### config.mk
export PLATFORM = sky130hd
export DESIGN_NAME = profiling_sample_selector
export DESIGN_NICKNAME = d
export VERILOG_FILES = /design/src/rtl/sample_sel_pkg.sv /design/src/rtl/profiling_sample_selector.sv /design/src/rtl/random_byte_lfsr.sv
export SDC_FILE = /design/constraint.sdc
export NUM_CORES = 1
export LEC_CHECK = 0
export BUFFER_PORTS_ARGS = -buffer_cell sky130_fd_sc_hd__buf_2
export CELL_PAD_IN_SITES_DETAIL_PLACEMENT = 1
export CELL_PAD_IN_SITES_GLOBAL_PLACEMENT = 2
export CORE_AREA = 2 2 173 175
export CTS_BUF_LIST = sky130_fd_sc_hd__clkbuf_4 sky130_fd_sc_hd__clkbuf_8 sky130_fd_sc_hd__clkbuf_16
export DETAILED_ROUTE_END_ITERATION = 7
export DIE_AREA = 0 0 175 177
export PLACE_DENSITY_LB_ADDON = 0.1
export RECOVER_POWER = 25
export SLEW_MARGIN = 0
export SYNTH_ARGS = -nofsm -noshare
export SYNTH_HDL_FRONTEND = slang
export SYNTH_HIERARCHICAL = 1
export SYNTH_SLANG_ARGS = --single-unit
### constraint.sdc
create_clock -name clock_i -period 3 [get_ports clock_i]
set_input_delay 0.3 -clock clock_i [delete_from_list [all_inputs] [get_ports clock_i]]
set_output_delay 0.3 -clock clock_i [all_outputs]
set_load 0.05 [all_outputs]
### src/rtl/sample_sel_pkg.sv
// Shared constants and types for the profiling sample selector
package sample_sel_pkg;
  localparam int COUNT_W = 32;
  localparam int INTERVAL_W = 24;
  localparam int RAND_W = 8;
  localparam int EVENT_W = 64;
  localparam int LAT_W = 12;
  localparam int LOW_LSB = 0;
  localparam int LOW_MSB = 7;
  localparam int HIGH_LSB = 8;
  localparam int HIGH_MSB = 31;
  localparam logic [7:0] LOW_RELOAD = 8'h00;
  localparam logic [31:0] COUNT_RESET = 32'h0000_0000;
  localparam logic [7:0] SECONDARY_RESET = 8'h00;
  localparam logic [7:0] LFSR_SEED = 8'h01;
  localparam logic [7:0] LFSR_TAPS = 8'hB8;
  // Privilege levels
  localparam logic [1:0] LEVEL_USER = 2'h0;
  localparam logic [1:0] LEVEL_KERNEL = 2'h1;
  localparam logic [1:0] LEVEL_HYP = 2'h2;
  localparam logic [1:0] LEVEL_TOP = 2'h3;
  typedef enum logic [3:0] {
    OP_OTHER = 4'b0001,
    OP_LOAD = 4'b0010,
    OP_STORE = 4'b0100,
    OP_BRANCH = 4'b1000
  } op_type_t;
  // Raw operation classes presented by the pipeline
  typedef enum logic [2:0] {
    CLS_OTHER = 3'h0,
    CLS_LOAD = 3'h1,
    CLS_STORE = 3'h2,
    CLS_ATOMIC_RET = 3'h3,
    CLS_ATOMIC_NORET = 3'h4,
    CLS_BR_DIRECT = 3'h5,
    CLS_BR_INDIRECT = 3'h6,
    CLS_EXC_RETURN = 3'h7
  } op_class_t;
endpackage

### src/rtl/profiling_sample_selector.sv
// Profiling sample selector: interval counters, enable logic and record filters
//
// Contract
// Profiling is off after reset; user level cannot change control settings.
// Enabling with nonzero count state resumes from held values.
// Enabling with zero count loads interval high, low byte zero or random.
// Without randomization, count down per member; at zero select and reload.
// Randomization, mode 0: reload low byte with a random value.
// Randomization, mode 1: primary zero reloads and loads secondary randomly.
// Secondary counts with primary; member reaching its zero is selected.
// While disabled, select nothing, collect nothing, counters hold.
// Collision raises collision event and sets the collision flag.
// Collision flag visibility is only guaranteed after context synchronization.
// Disabled by buffer off, service flag, higher level, other security, debug.
// Per-level enable bits gate sampling for guest and host regimes.
// Type filter keeps only enabled loads, stores, branches; others discarded.
// Stores include all atomics; loads returning atomics; branches all kinds.
// Event filter keeps records holding every event set in the mask.
// Latency filter keeps records with latency at least the minimum.
// Enabled filters combine by logical AND.
// Records failing filters are never written out.
// Collision when sampling while previous record is still pending.
// Random bytes come from a free-running maximal-length LFSR.
`timescale 1ns/1ps
module profiling_sample_selector
  import sample_sel_pkg::*;
(
  // Clock and reset
  input wire logic clock_i,
  input wire logic srst_i,
  // Control writes from privileged software
  input wire logic ctrl_write_i,
  input wire logic [1:0] writer_level_i,
  input wire logic [INTERVAL_W-1:0] interval_reload_setting_i,
  input wire logic randomize_enable_i,
  input wire logic kernel_level_sample_enable_i,
  input wire logic user_level_sample_enable_i,
  input wire logic hyp_level_sample_enable_i,
  input wire logic host_user_sample_enable_i,
  input wire logic type_filter_enable_i,
  input wire logic load_collect_i,
  input wire logic store_collect_i,
  input wire logic branch_collect_i,
  input wire logic event_filter_enable_i,
  input wire logic [EVENT_W-1:0] event_filter_mask_i,
  input wire logic latency_filter_enable_i,
  input wire logic [LAT_W-1:0] minimum_latency_i,
  // Implementation choice and buffer state
  input wire logic extended_random_mode_i,
  input wire logic buffer_enable_i,
  input wire logic buffer_service_i,
  input wire logic collision_clear_i,
  // Owner and execution context
  input wire logic owner_security_select_i,
  input wire logic owner_level_select_i,
  input wire logic nonsecure_state_bit_i,
  input wire logic host_general_trap_i,
  input wire logic [1:0] exec_level_i,
  input wire logic debug_state_i,
  // Pipeline population and records
  input wire logic member_valid_i,
  input wire logic record_valid_i,
  input wire op_class_t record_class_i,
  input wire logic [EVENT_W-1:0] record_events_i,
  input wire logic [LAT_W-1:0] record_latency_i,
  // Results
  output logic profiling_enabled_o,
  output logic sample_select_o,
  output logic record_keep_o,
  output logic record_drop_o,
  output logic collision_event_o,
  output logic collision_flag_o,
  output logic [COUNT_W-1:0] interval_count_state_o,
  output logic [RAND_W-1:0] secondary_interval_counter_o
);
  // Control settings held inside the block
  logic [INTERVAL_W-1:0] interval;
  logic rnd_on, k_en, u_en, h_en, hu_en;
  logic ft_en, ld_col, st_col, br_col, fe_en, fl_en;
  logic [EVENT_W-1:0] ev_mask;
  logic [LAT_W-1:0] min_lat;
  logic [COUNT_W-1:0] count;
  logic [RAND_W-1:0] second;
  logic enabled, enabled_q, pending, collision_flag_flag, collision_flag_pulse;
  logic keep_q, drop_q, select_q;
  logic [RAND_W-1:0] rand_byte;
  logic in_host, owner_ns, owner_hyp, level_bit, member;
  logic primary_zero, second_zero, select_now;
  logic [COUNT_W-1:0] reload_value;

  function automatic op_type_t classify(input op_class_t c);
    case (c)
      CLS_LOAD, CLS_ATOMIC_RET: classify = OP_LOAD;
      CLS_STORE, CLS_ATOMIC_NORET: classify = OP_STORE;
      CLS_BR_DIRECT, CLS_BR_INDIRECT, CLS_EXC_RETURN: classify = OP_BRANCH;
      default: classify = OP_OTHER;
    endcase
  endfunction

  function automatic logic [COUNT_W-1:0] reload_with(input logic [INTERVAL_W-1:0] high,
                                                     input logic [RAND_W-1:0] low);
    reload_with = {high, low};
  endfunction

  random_byte_lfsr u_rng (
    .clock_i(clock_i),
    .srst_i(srst_i),
    .rand_o(rand_byte)
  );

  // Control settings: off after reset, user-level writes ignored
  always_ff @(posedge clock_i) begin
    if (srst_i) begin
      interval <= '0;
      rnd_on <= 1'b0;
      k_en <= 1'b0;
      u_en <= 1'b0;
      h_en <= 1'b0;
      hu_en <= 1'b0;
      ft_en <= 1'b0;
      ld_col <= 1'b0;
      st_col <= 1'b0;
      br_col <= 1'b0;
      fe_en <= 1'b0;
      ev_mask <= '0;
      fl_en <= 1'b0;
      min_lat <= '0;
    end else if (ctrl_write_i && writer_level_i != LEVEL_USER) begin
      interval <= interval_reload_setting_i;
      rnd_on <= randomize_enable_i;
      k_en <= kernel_level_sample_enable_i;
      u_en <= user_level_sample_enable_i;
      h_en <= hyp_level_sample_enable_i;
      hu_en <= host_user_sample_enable_i;
      ft_en <= type_filter_enable_i;
      ld_col <= load_collect_i;
      st_col <= store_collect_i;
      br_col <= branch_collect_i;
      fe_en <= event_filter_enable_i;
      ev_mask <= event_filter_mask_i;
      fl_en <= latency_filter_enable_i;
      min_lat <= minimum_latency_i;
    end
  end

  // Enable decision
  assign owner_ns = owner_security_select_i;
  assign owner_hyp = owner_ns && owner_level_select_i;
  assign in_host = nonsecure_state_bit_i && host_general_trap_i;
  always_comb begin
    case (exec_level_i)
      LEVEL_HYP: level_bit = h_en;
      LEVEL_KERNEL: level_bit = k_en;
      LEVEL_USER: level_bit = in_host ? hu_en : u_en;
      default: level_bit = 1'b0;
    endcase
  end
  assign enabled = buffer_enable_i && !buffer_service_i && !debug_state_i
    && (exec_level_i <= (owner_hyp ? LEVEL_HYP : LEVEL_KERNEL))
    && (owner_ns == nonsecure_state_bit_i)
    && !(in_host && !owner_hyp) && level_bit;

  assign member = enabled && member_valid_i;
  assign primary_zero = (count == COUNT_RESET);
  assign second_zero = (second == SECONDARY_RESET);
  assign reload_value = reload_with(interval, (rnd_on && !extended_random_mode_i) ? rand_byte
                                    : LOW_RELOAD);
  always_comb begin
    if (rnd_on && extended_random_mode_i) begin
      select_now = member && !second_zero && (second == 8'h01);
    end else begin
      select_now = member && (count == 32'h0000_0001);
    end
  end

  always_ff @(posedge clock_i) begin
    if (srst_i) begin
      enabled_q <= 1'b0;
    end else begin
      enabled_q <= enabled;
    end
  end

  // Primary counter
  always_ff @(posedge clock_i) begin
    if (srst_i) begin
      count <= COUNT_RESET;
    end else if (enabled && !enabled_q && primary_zero) begin
      count <= reload_value;
    end else if (member) begin
      if (count == 32'h0000_0001 || primary_zero) begin
        count <= reload_value;
      end else begin
        count <= count - 32'h0000_0001;
      end
    end
  end

  // Secondary counter
  always_ff @(posedge clock_i) begin
    if (srst_i) begin
      second <= SECONDARY_RESET;
    end else if (member && rnd_on && extended_random_mode_i) begin
      if (count == 32'h0000_0001 || primary_zero) begin
        second <= rand_byte;
      end else if (!second_zero) begin
        second <= second - 8'h01;
      end
    end
  end

  // Pending record and collision
  always_ff @(posedge clock_i) begin
    if (srst_i) begin
      pending <= 1'b0;
    end else if (select_now) begin
      pending <= 1'b1;
    end else if (record_valid_i) begin
      pending <= 1'b0;
    end
  end

  always_ff @(posedge clock_i) begin
    if (srst_i) begin
      collision_flag_pulse <= 1'b0;
      collision_flag_flag <= 1'b0;
    end else begin
      collision_flag_pulse <= select_now && pending && !record_valid_i;
      if (select_now && pending && !record_valid_i) begin
        collision_flag_flag <= 1'b1; // set wins over clear
      end else if (collision_clear_i) begin
        collision_flag_flag <= 1'b0; // direct register update, visible on collision_flag_o after the next clock edge
      end
    end
  end

  // Record filters
  logic type_ok, event_ok, lat_ok, pass;
  op_type_t op_kind;
  always_comb begin
    op_kind = classify(record_class_i);
    case (op_kind)
      OP_LOAD: type_ok = ld_col;
      OP_STORE: type_ok = st_col;
      OP_BRANCH: type_ok = br_col;
      default: type_ok = 1'b0;
    endcase
    // Value-returning atomics count as both load and store
    if (record_class_i == CLS_ATOMIC_RET) begin
      type_ok = ld_col || st_col;
    end
    if (!ft_en) begin
      type_ok = 1'b1;
    end
  end
  assign event_ok = !fe_en || ((ev_mask & ~record_events_i) == '0);
  assign lat_ok = !fl_en || (record_latency_i >= min_lat);
  assign pass = type_ok && event_ok && lat_ok;

  always_ff @(posedge clock_i) begin
    if (srst_i) begin
      keep_q <= 1'b0;
      drop_q <= 1'b0;
      select_q <= 1'b0;
    end else begin
      keep_q <= enabled && record_valid_i && pending && pass;
      drop_q <= record_valid_i && pending && !(enabled && pass);
      select_q <= select_now;
    end
  end

  assign profiling_enabled_o = enabled;
  assign sample_select_o = select_q;
  assign record_keep_o = keep_q;
  assign record_drop_o = drop_q;
  assign collision_event_o = collision_flag_pulse;
  assign collision_flag_o = collision_flag_flag;
  assign interval_count_state_o = count;
  assign secondary_interval_counter_o = second;
endmodule

### src/rtl/random_byte_lfsr.sv
// Free-running maximal-length byte LFSR
`timescale 1ns/1ps
module random_byte_lfsr
  import sample_sel_pkg::*;
(
  // Clock and reset
  input wire logic clock_i,
  input wire logic srst_i,
  // Random value
  output logic [RAND_W-1:0] rand_o
);
  logic [RAND_W-1:0] state;

  always_ff @(posedge clock_i) begin
    if (srst_i) begin
      state <= LFSR_SEED;
    end else if (state[0]) begin
      state <= (state >> 1) ^ LFSR_TAPS;
    end else begin
      state <= state >> 1;
    end
  end

  assign rand_o = state;
endmodule

## After elaboration in Yosys (flattened, before gate mapping)

Cells that the tools add are included.

- Multipliers: 0
- Bitwise operators: 4
- Magnitude comparators: 2
- Div/mod/pow operators: 0
- Reduce and logical (&&, ||, !) cells: 58
- Shifts and indexed selects: 0
- Mux-type cells: 19
- Equality and inequality tests: 16
- $add $sub $neg: 2

Operators by type and width:

| kind | number |
|---|---|
| $mux W32 | 3 |
| $and A64 B64 Y64 | 1 |
| $logic_not A64 Y1 | 1 |
| $not A64 Y64 | 1 |
| $eq A32 B1 Y1 const B | 1 |
| $logic_not A32 Y1 | 1 |
| $sub A32 B1 Y32 const B | 1 |
| $logic_and A1 B1 Y1 | 30 |
| $mux W8 | 3 |
| $eq A3 B3 Y1 const B | 4 |
| $ge A12 B12 Y1 | 1 |
| $pmux W4 S3 | 1 |
| $logic_not A1 Y1 | 11 |
| $eq A8 B1 Y1 const B | 1 |
| $logic_not A8 Y1 | 1 |
| $mux W1 | 8 |
| $reduce_bool A2 Y1 | 4 |
| $sub A8 B1 Y8 const B | 1 |
| $eq A3 B2 Y1 const B | 2 |
| $mux W6 | 1 |
| $pmux W1 S3 | 2 |
| $reduce_or A2 Y1 | 3 |
| $eq A4 B2 Y1 const B | 1 |
| $eq A4 B3 Y1 const B | 1 |
| 14 further kinds | 17 |

- Logic and storage cells: 126
- Latch bits: 0
- Memory bits (writable): 0
- Memories: 0
- Memory bits (read-only): 0
- Output and inout bits: 46
- Register bits after elaboration: 166

## Logic depth before layout (Yosys ltp)

Gate-level depths: netlist (run 1).

- Depth after elaboration: 14
- Mapped depth: 11
- Depth with buffers taken out: 9

## By module

The synthesis (run 1) kept the hierarchy.

By module, submodules not included:

| module | times used | area each (µm²) | cells an instance |
|---|---|---|---|
| profiling_sample_selector | 1 | 7,833.8 | 1,040 |
| random_byte_lfsr | 1 | 229.0 | 19 |

## Worst setup path before layout (run 1)

No wires, ideal clock.

- Path type: register -> register
- Start: register count[1] (netlist: interval_count_state_o[1])
- End: register count[14] (netlist: interval_count_state_o[14])
- Data required time: 2,868 ps
- Data arrival time: 2,495 ps
- Cell stages (with the launch flop): 11
- Clock period less this slack: 2,627 ps
- Slack: 373 ps
- Path buffers: 2
- Cells stage by stage: dfxtp_1 > inv_1 > ha_1 > buf_2 > or3b_2 > clkbuf_1 > nor3_1 > nand2_1 > o21a_1 > o31ai_1 > a21oi_1

- Word-level cells in the longest chain between the ends: 5
- Elaborated cells between the ends (all ways): 9
- Those cells by class: 1 x add/sub; 1 x eq/ne; 3 x mux; 4 x reduce/logical

Ends and longest elaborated chain:

| element | line | RTL |
|---|---|---|
| start: declaration | profiling_sample_selector.sv:82 | `logic [COUNT_W-1:0] count;` |
| start signal: assignment | profiling_sample_selector.sv:189 | `count <= reload_value;` |
| start signal: assignment | profiling_sample_selector.sv:192 | `count <= reload_value;` |
| start signal: assignment | profiling_sample_selector.sv:194 | `count <= count - 32'h0000_0001;` |
| parallel branches: the longest is 5 deep, another holds $sub A32 B1 Y32 | n/a |  |

Several ways; the timed one is not identified. The select of a mux whose other input is x is not followed.
A chain may end at the register's enable or synchronous reset.

## Worst setup path in the final report (run 1)

- Start: register h_en
- End: output profiling_enabled_o

- Word-level cells in the longest chain between the ends: 2

Ends and longest elaborated chain:

| element | line | RTL |
|---|---|---|
| start: declaration | profiling_sample_selector.sv:78 | `logic rnd_on, k_en, u_en, h_en, hu_en;` |
| start signal: assignment | profiling_sample_selector.sv:133 | `h_en <= hyp_level_sample_enable_i;` |
| $pmux W1 S3 | profiling_sample_selector.sv:151 | `case (exec_level_i)` |
| $logic_and A1 B1 Y1 | profiling_sample_selector.sv:161 | `&& !(in_host && !owner_hyp) && level_bit;` |
| end: declaration | profiling_sample_selector.sv:67 | `output logic profiling_enabled_o,` |

No other way between the ends.

==> run_results.csv, run 1 <==
group,metric,value,unit
sta,finalHoldViolCount,0,
die,initial_core_util,27.57,%
finish,layout.area.seq,3323,um^2
route,via_per_inst,4.855,
cts,clkTransAtPathRegs,0.08,ns
die,num_io_pins,254,
grt,grt_start_max_net_pins,76,
synth,synth_cells,1059,
synth,synth_top_area_share,41.22,%
synth,syn_area,8063,um^2
grt,track_usage,19.48,%
run_status,status,"finished with violations",
sta,rsz0062_at_grt,"false",
finish,final_core_util,35.81,%
die,row_count,63,
grt,antenna_found_initial,16,
cts,clock-sinks,166,
placed_design,place_inst,1666,
cts,cts_tree,"yes",
synth,syn_nets,1286,
setup_path,critPathMaxStageDelay,0.40,ns
placed_design,portBuffers,253,
synth,synth_ff_type,"dfxtp_1",
setup_path,r2r-end,"secondary_interval_counter_o[1]$_SDFFE_PP0P_",
route,drc,0,
cts,cts_resized,0,
power,cellLeakagePower,0.004241,uW
synth,synth_edf_count,0,
grt,overflow,0,
setup_path,critPathCapture,"profiling_enabled_o",
setup_path,critical-path-slowest-cell,"or2_2",
setup_path,cp_cell_sequence,"nor2b_1, nor4b_1, o2111ai_1, or2_2, inv_2, buf_12, buf_2",
die,core-area,29240,um^2
flow_run,maxCapViolCount,2,
route,avgRoutedWirePerCell,17.82,um
synth,synth_area_per_cell,7.614,um^2
placed_design,dpl.hpwl,22520,um
finish,multi_input_area,4302,um^2
sta,period_needed,2.685,ns
finish,final_cell_mix,"nand2_1 (263), buf_2 (251), dfxtp_1 (166)",
sta,finalCritPeriodShare,89.48,%
sta,maxSlewViolCount,76,
power,p_per_area,521.1,nW/um^2
run_status,violations,"capacitance limit, slew limit",
finish,final_cells,1707,
finish,final_common_cell,"nand2_1",
power,vdd_drop_max,0.0003681,V
grt,first_global_vias,8547,
grt,grt_pass1_wl,47220,um
setup_path,start_kind,"flip-flop",
route,num_vias,8288,
sta,fin_worst_skew,0.01535,ns
sta,fmax,372.5,MHz
setup_path,crit_path_max_fanout,13,
cts,insertion_delay,0.44,ns
setup_path,arrival,2.38,ns
cts,clk_path_buf_depth,2,
cts,cts_buffers,17,
setup_path,reg2reg_from,"interval_count_state_o[0]$_SDFFE_PP0P_",
sta,whs,0.09319,ns
setup_path,ff2ff_setup_slack,0.33,ns
route,drt_wl_total,30420,um
cts,clockRootBuffer,"clkbuf_16",
synth,yosysTopAreaCell,"dfxtp_1",
synth,synthArstFlopShare,0,%
setup_path,crit_family,"simple AND/OR/NAND/NOR gates",
synth,ys_warn_count,6,
synth,synth_area_leaders,"dfxtp_1 (41%), nand2_1 (12%), a21oi_1 (9.6%)",
route,detail_route.iter0.violations,463,
hold_path,worstHoldPathType,"in2reg",
cts,cts-hold-fix-buffers,0,
die,dieArea,30980,um^2
synth,synth_seq_cells,166,
setup_path,r2r_cells,10,
setup_path,worstSetupStartpoint,"h_en$_SDFFE_PP0P_",
synth,synth_seq_area_share,41.22,%
setup_path,worstPathRequired,2.70,ns
sta,worst_pin_slew,1.669,ns
sta,finalSetupViolCount,0,
cts,post-cts-setup-buffers,0,
route,ant_nets,0,
sta,tns,0,ns
finish,n_fill_cell,3624,
setup_path,crit_buf_inv,3,
setup_path,cp-end-kind,"primary output",
die,die_h,177,um
die,fp.dieW,175,um
sta,max_slew_margin,-11.25,%
finish,final_nets,1522,
power,power.total,5457,uW
synth,synth_cell_type_count,65,
setup_path,path_depth,7,
setup_path,worstSetupPathType,"reg2out",
placed_design,place_congestion,0.8017,
finish,drive_gt1_share,25.76,%
cts,cts_htree_levels,4,
finish,area_growth_syn_to_layout,29.89,%
route,dr.pass1.iters,4,
-- cells in the mapped netlist, types with 16 or more instances --
library cell and n:
nor2_1 43, clkbuf_1 52, dfxtp_1 166, nand3_1 22, nor3_1 21, a21oi_1 154, a31oi_1 16, ha_1 19
o2111ai_1 18, o21ai_0 22, inv_1 41, nand2b_1 52, nand2_1 263
-- registers in the layout, indices dropped and copies added, names as in the netlist, 8 cells and up --
| register | cells |
|---|---|
| secondary_interval_counter_o | 8 |
| ev_mask | 64 |
| u_rng/rand_o | 8 |
| interval_count_state_o | 32 |
| min_lat | 12 |
| interval | 24 |
-- metrics by stage --
step	worst slack [ns]	instance area (um^2)
global route	0.07191	10460
CTS	0.2926	10510
floorplan	0.3728	8063
finish	0.3155	10470
detailed placement	0.3771	9884
global placement	0.5119	9884
-- how the worst min path moves through the flow --
| stage | startpoint | endpoint | slack [ns] | cells after the start |
|---|---|---|---|---|
| global placement | interval[8]$_SDFFE_PP0P_ | interval[8]$_SDFFE_PP0P_ | 0.44 | 2 |
| floorplan | srst_i | u_rng/rand_o[1]$_SDFF_PP0_ | 0.37 | 1 |
| global route | event_filter_mask_i[20] | ev_mask[20]$_SDFFE_PP0P_ | 0.08 | 3 |
| finish | event_filter_mask_i[18] | ev_mask[18]$_SDFFE_PP0P_ | 0.09 | 3 |
| CTS | event_filter_mask_i[17] | ev_mask[17]$_SDFFE_PP0P_ | 0.07 | 3 |
| detailed placement | interval[8]$_SDFFE_PP0P_ | interval[8]$_SDFFE_PP0P_ | 0.44 | 2 |
-- power breakdown --
group / switching [uW] / internal (uW)
Sequential: 58.3 / 2300
Combinational: 401 / 293
Clock: 1060 / 1350
-- worst register-to-register path, stage by stage (launching register included) --
cell and delay (ns):
dfxtp_1 0.39, inv_1 0.09, ha_1 0.36, nor2_1 0.13, nor3_1 0.34, and4_2 0.33, buf_4 0.26, buf_4 0.21
nor2_1 0.05, a2111oi_0 0.29, nor3_1 0.08
-- area by class of cell --
class	count	area share, %
Clock buffer	18	4.134
Multi-Input combinational cell	781	41.08
Inverter	42	1.505
Sequential cell	166	31.73
Timing Repair Buffer	287	14.87
Tap cell	390	4.660
Clock inverter	14	1.804
Antenna cell	9	0.2151
-- kinds of logic after synthesis --
logic type / share of synthesized area (%)
muxes: 0.2638
xor gates and xnor gates: 0.4346
DFF: 41.22
AOI/OAI and AO/OA: 22.18
and+or+nand+nor: 27.34
adders and majority gates: 2.949
buffers and inverters: 5.618
-- routing by layer --
metal  wire length, um  track usage [%]  vias up
met5                89                0        -
met4               300            3.681       16
met3              2069            7.045       35
met2             14640            33.14      192
met1             13320            23.80     3872
li1                  -                -     4173
Note: power is estimated with default switching activity, not from simulation.
==> inputs of run 2 (changes only) <==
--- a/config.mk
+++ b/config.mk
@@ -8,8 +8,8 @@
 export BUFFER_PORTS_ARGS = -buffer_cell sky130_fd_sc_hd__buf_2
-export CELL_PAD_IN_SITES_DETAIL_PLACEMENT = 1
-export CELL_PAD_IN_SITES_GLOBAL_PLACEMENT = 2
-export CORE_AREA = 2 2 173 175
+export CELL_PAD_IN_SITES_DETAIL_PLACEMENT = 0
+export CELL_PAD_IN_SITES_GLOBAL_PLACEMENT = 1
+export CORE_AREA = 2 2 167 169
 export CTS_BUF_LIST = sky130_fd_sc_hd__clkbuf_4 sky130_fd_sc_hd__clkbuf_8 sky130_fd_sc_hd__clkbuf_16
 export DETAILED_ROUTE_END_ITERATION = 7
-export DIE_AREA = 0 0 175 177
+export DIE_AREA = 0 0 169 171
 export PLACE_DENSITY_LB_ADDON = 0.1
==> constraint.sdc (replaced) <==
create_clock -name clock_i -period 3 [get_ports clock_i]
set_input_delay 0.6 -clock clock_i [delete_from_list [all_inputs] [get_ports clock_i]]
set_output_delay 0.6 -clock clock_i [all_outputs]
set_load 0.05 [all_outputs]
==> run 2 against run 1 <==
Net effect:
- the run still ends with capacitance limit, slew limit left
- worst hold slack better by 0.31 ns
- critical path depth is 2 higher
- combinational power is 1% lower
- clock power is 9.5% lower
- clock skew is 0.0028 ns lower
- sequential share of layout area is 0.25 points higher
- sequential power hardly changed
- critical endpoint unchanged
- largest power group is now sequential cells
==> run_results.csv, run 2 (synthesis gave the netlist of run 1 again) <==
group,metric,value,unit
die,fp.dieW,169,um
finish,area_growth_syn_to_layout,28.86,%
sta,fmax,350.5,MHz
sta,rsz0062_at_grt,"false",
sta,max_slew_margin,-31.16,%
setup_path,cp-end-kind,"primary output",
setup_path,start_kind,"input pin",
route,via_per_inst,4.904,
cts,cts-hold-fix-buffers,0,
power,p_int,3735,uW
setup_path,worstPathRequired,2.40,ns
cts,clock-sinks,166,
sta,finalCritPeriodShare,95.09,%
grt,overflow,0,
placed_design,dpl.hpwl,21140,um
finish,top_register,"ev_mask",
power,cellLeakagePower,0.004235,uW
finish,drive_gt1_share,26.09,%
flow_run,maxCapViolCount,1,
route,num_vias,8155,
finish,final_cell_mix,"nand2_1 (263), buf_2 (250), dfxtp_1 (166)",
setup_path,worstSetupPathType,"in2out",
cts,insertion_delay,0.43,ns
sta,worst_pin_slew,1.947,ns
cts,post-cts-setup-buffers,0,
sta,finalHoldViolCount,0,
route,dr.pass1.iters,5,
die,dieArea,28900,um^2
die,row_count,61,
route,drc,0,
cts,clkTransAtPathRegs,0.08,ns
sta,tns,0,ns
finish,final_area,10390,um^2
power,p_sw_share,28.37,%
power,p_clk_share,41.7,%
sta,period_needed,2.853,ns
finish,final_nets,1525,
setup_path,critical-path-slowest-cell,"or2_2",
cts,clockRootBuffer,"clkbuf_16",
die,num_io_pins,254,
finish,largest_register_ffs,64,
cts,cts_htree_levels,4,
die,die_h,171,um
cts,cts_resized,0,
grt,grt_pass1_wl,45140,um
cts,clk_path_buf_depth,2,
setup_path,crit_path_max_fanout,3,
die,core-area,27320,um^2
placed_design,post_dp_cell_area,9814,um^2
sta,finalSetupViolCount,0,
grt,antenna_found_initial,13,
cts,cts_tree,"yes",
sta,finalWorstSetupSlack,0.1472,ns
setup_path,arrival,2.25,ns
run_status,status,"finished with violations",
cts,cts_buffers,17,
die,initial_core_util,29.51,%
grt,first_global_vias,8038,
run_status,violations,"capacitance limit, slew limit",
sta,fin_worst_skew,0.01251,ns
finish,n_fill_cell,2980,
power,pwr-share-comb,13.2,%
placed_design,pre_cts_ws,0.09340,ns
grt,grt_start_max_net_pins,71,
power,p_switching,1479,uW
setup_path,critPathMaxStageDelay,0.35,ns
setup_path,cp_cell_sequence,"buf_2, nand2_1, ha_1, nor2b_1, o21ai_0, o2111ai_1, or2_2, inv_2, clkbuf_4",
placed_design,portBuffers,253,
route,detail_route.iter0.violations,468,
route,ant_nets,0,
power,p_per_area,501.9,nW/um^2
power,vdd_drop_max,0.0002594,V
placed_design,place_congestion,0.8146,
power,seqPwrFrac,45.1,%
setup_path,crit_buf_inv,3,
sta,maxSlewViolCount,14,
setup_path,crit_family,"simple AND/OR/NAND/NOR gates",
finish,final_common_cell,"nand2_1",
route,avgRoutedWirePerCell,17.37,um
grt,track_usage,20.04,%
hold_path,worstHoldPathType,"in2reg",
route,drt_wl_total,28890,um
-- run 2: per-layer routing --
layer,track usage (%),vias up,wire [um]
li1,-,4174,-
met1,24.76,3762,12750
met2,34.66,182,14080
met3,6.361,23,1822
met4,3.456,14,137
met5,0,-,100
-- run 2: power by group through the flow --
stage	combinational [uW]	clock [uW]	sequential [uW]
after CTS	701	2250	2350
after detailed placement	698	0	2400
after floorplan	397	0	2390
final	687	2180	2350
after global placement	697	0	2400
after global routing	781	2340	2360
-- run 2: per-stage QoR --
step | total power (uW) | utilization (%) | std cells | hold WS (ns)
6_report | 5215 | 38.03 | 1663 | 0.4015
5_1_grt | 5479 | 37.98 | 1658 | 0.3852
4_1_cts | 5302 | 38.01 | 1657 | 0.3779
3_5_place_dp | 3102 | 35.92 | 1625 | 0.4465
3_3_place_gp | 3100 | 35.92 | 1625 | 0.4429
2_1_floorplan | 2787 | - | 1059 | 0.4317
-- run 2: tightest hold or removal path: cells and delay by family --
family | cells | cell delay (ns)
AO/OA/AOI/OAI | 1 | 0.05
buffers and inverters | 1 | 0.09
AND/OR/NAND/NOR | 1 | 0.04
-- run 2: path summary, 6_finish.rpt --
check	endpoint	from	slack, ns	cells after the start
hold / removal	ev_mask[20]$_SDFFE_PP0P_	event_filter_mask_i[20]	0.40	3
setup / recovery	profiling_enabled_o	owner_security_select_i	0.15	9
setup reg to reg	interval_count_state_o[26]$_SDFFE_PP0P_	interval_count_state_o[23]$_SDFFE_PP0P_	0.41	7
hold reg to reg	ev_mask[32]$_SDFFE_PP0P_	ev_mask[32]$_SDFFE_PP0P_	0.45	2
-- run 2: cell type report --
| type | count | area [um^2] | share of cell area (%) |
|---|---|---|---|
| Timing Repair Buffer | 290 | 1589 | 15.29 |
| Sequential cell | 166 | 3323 | 31.98 |
| Tap cell | 346 | 432.9 | 4.167 |
| Clock inverter | 12 | 110.1 | 1.060 |
| Antenna cell | 6 | 15.01 | 0.1445 |
| Multi-Input combinational cell | 781 | 4302 | 41.40 |
| Inverter | 42 | 157.7 | 1.517 |
| Clock buffer | 20 | 460.4 | 4.432 |
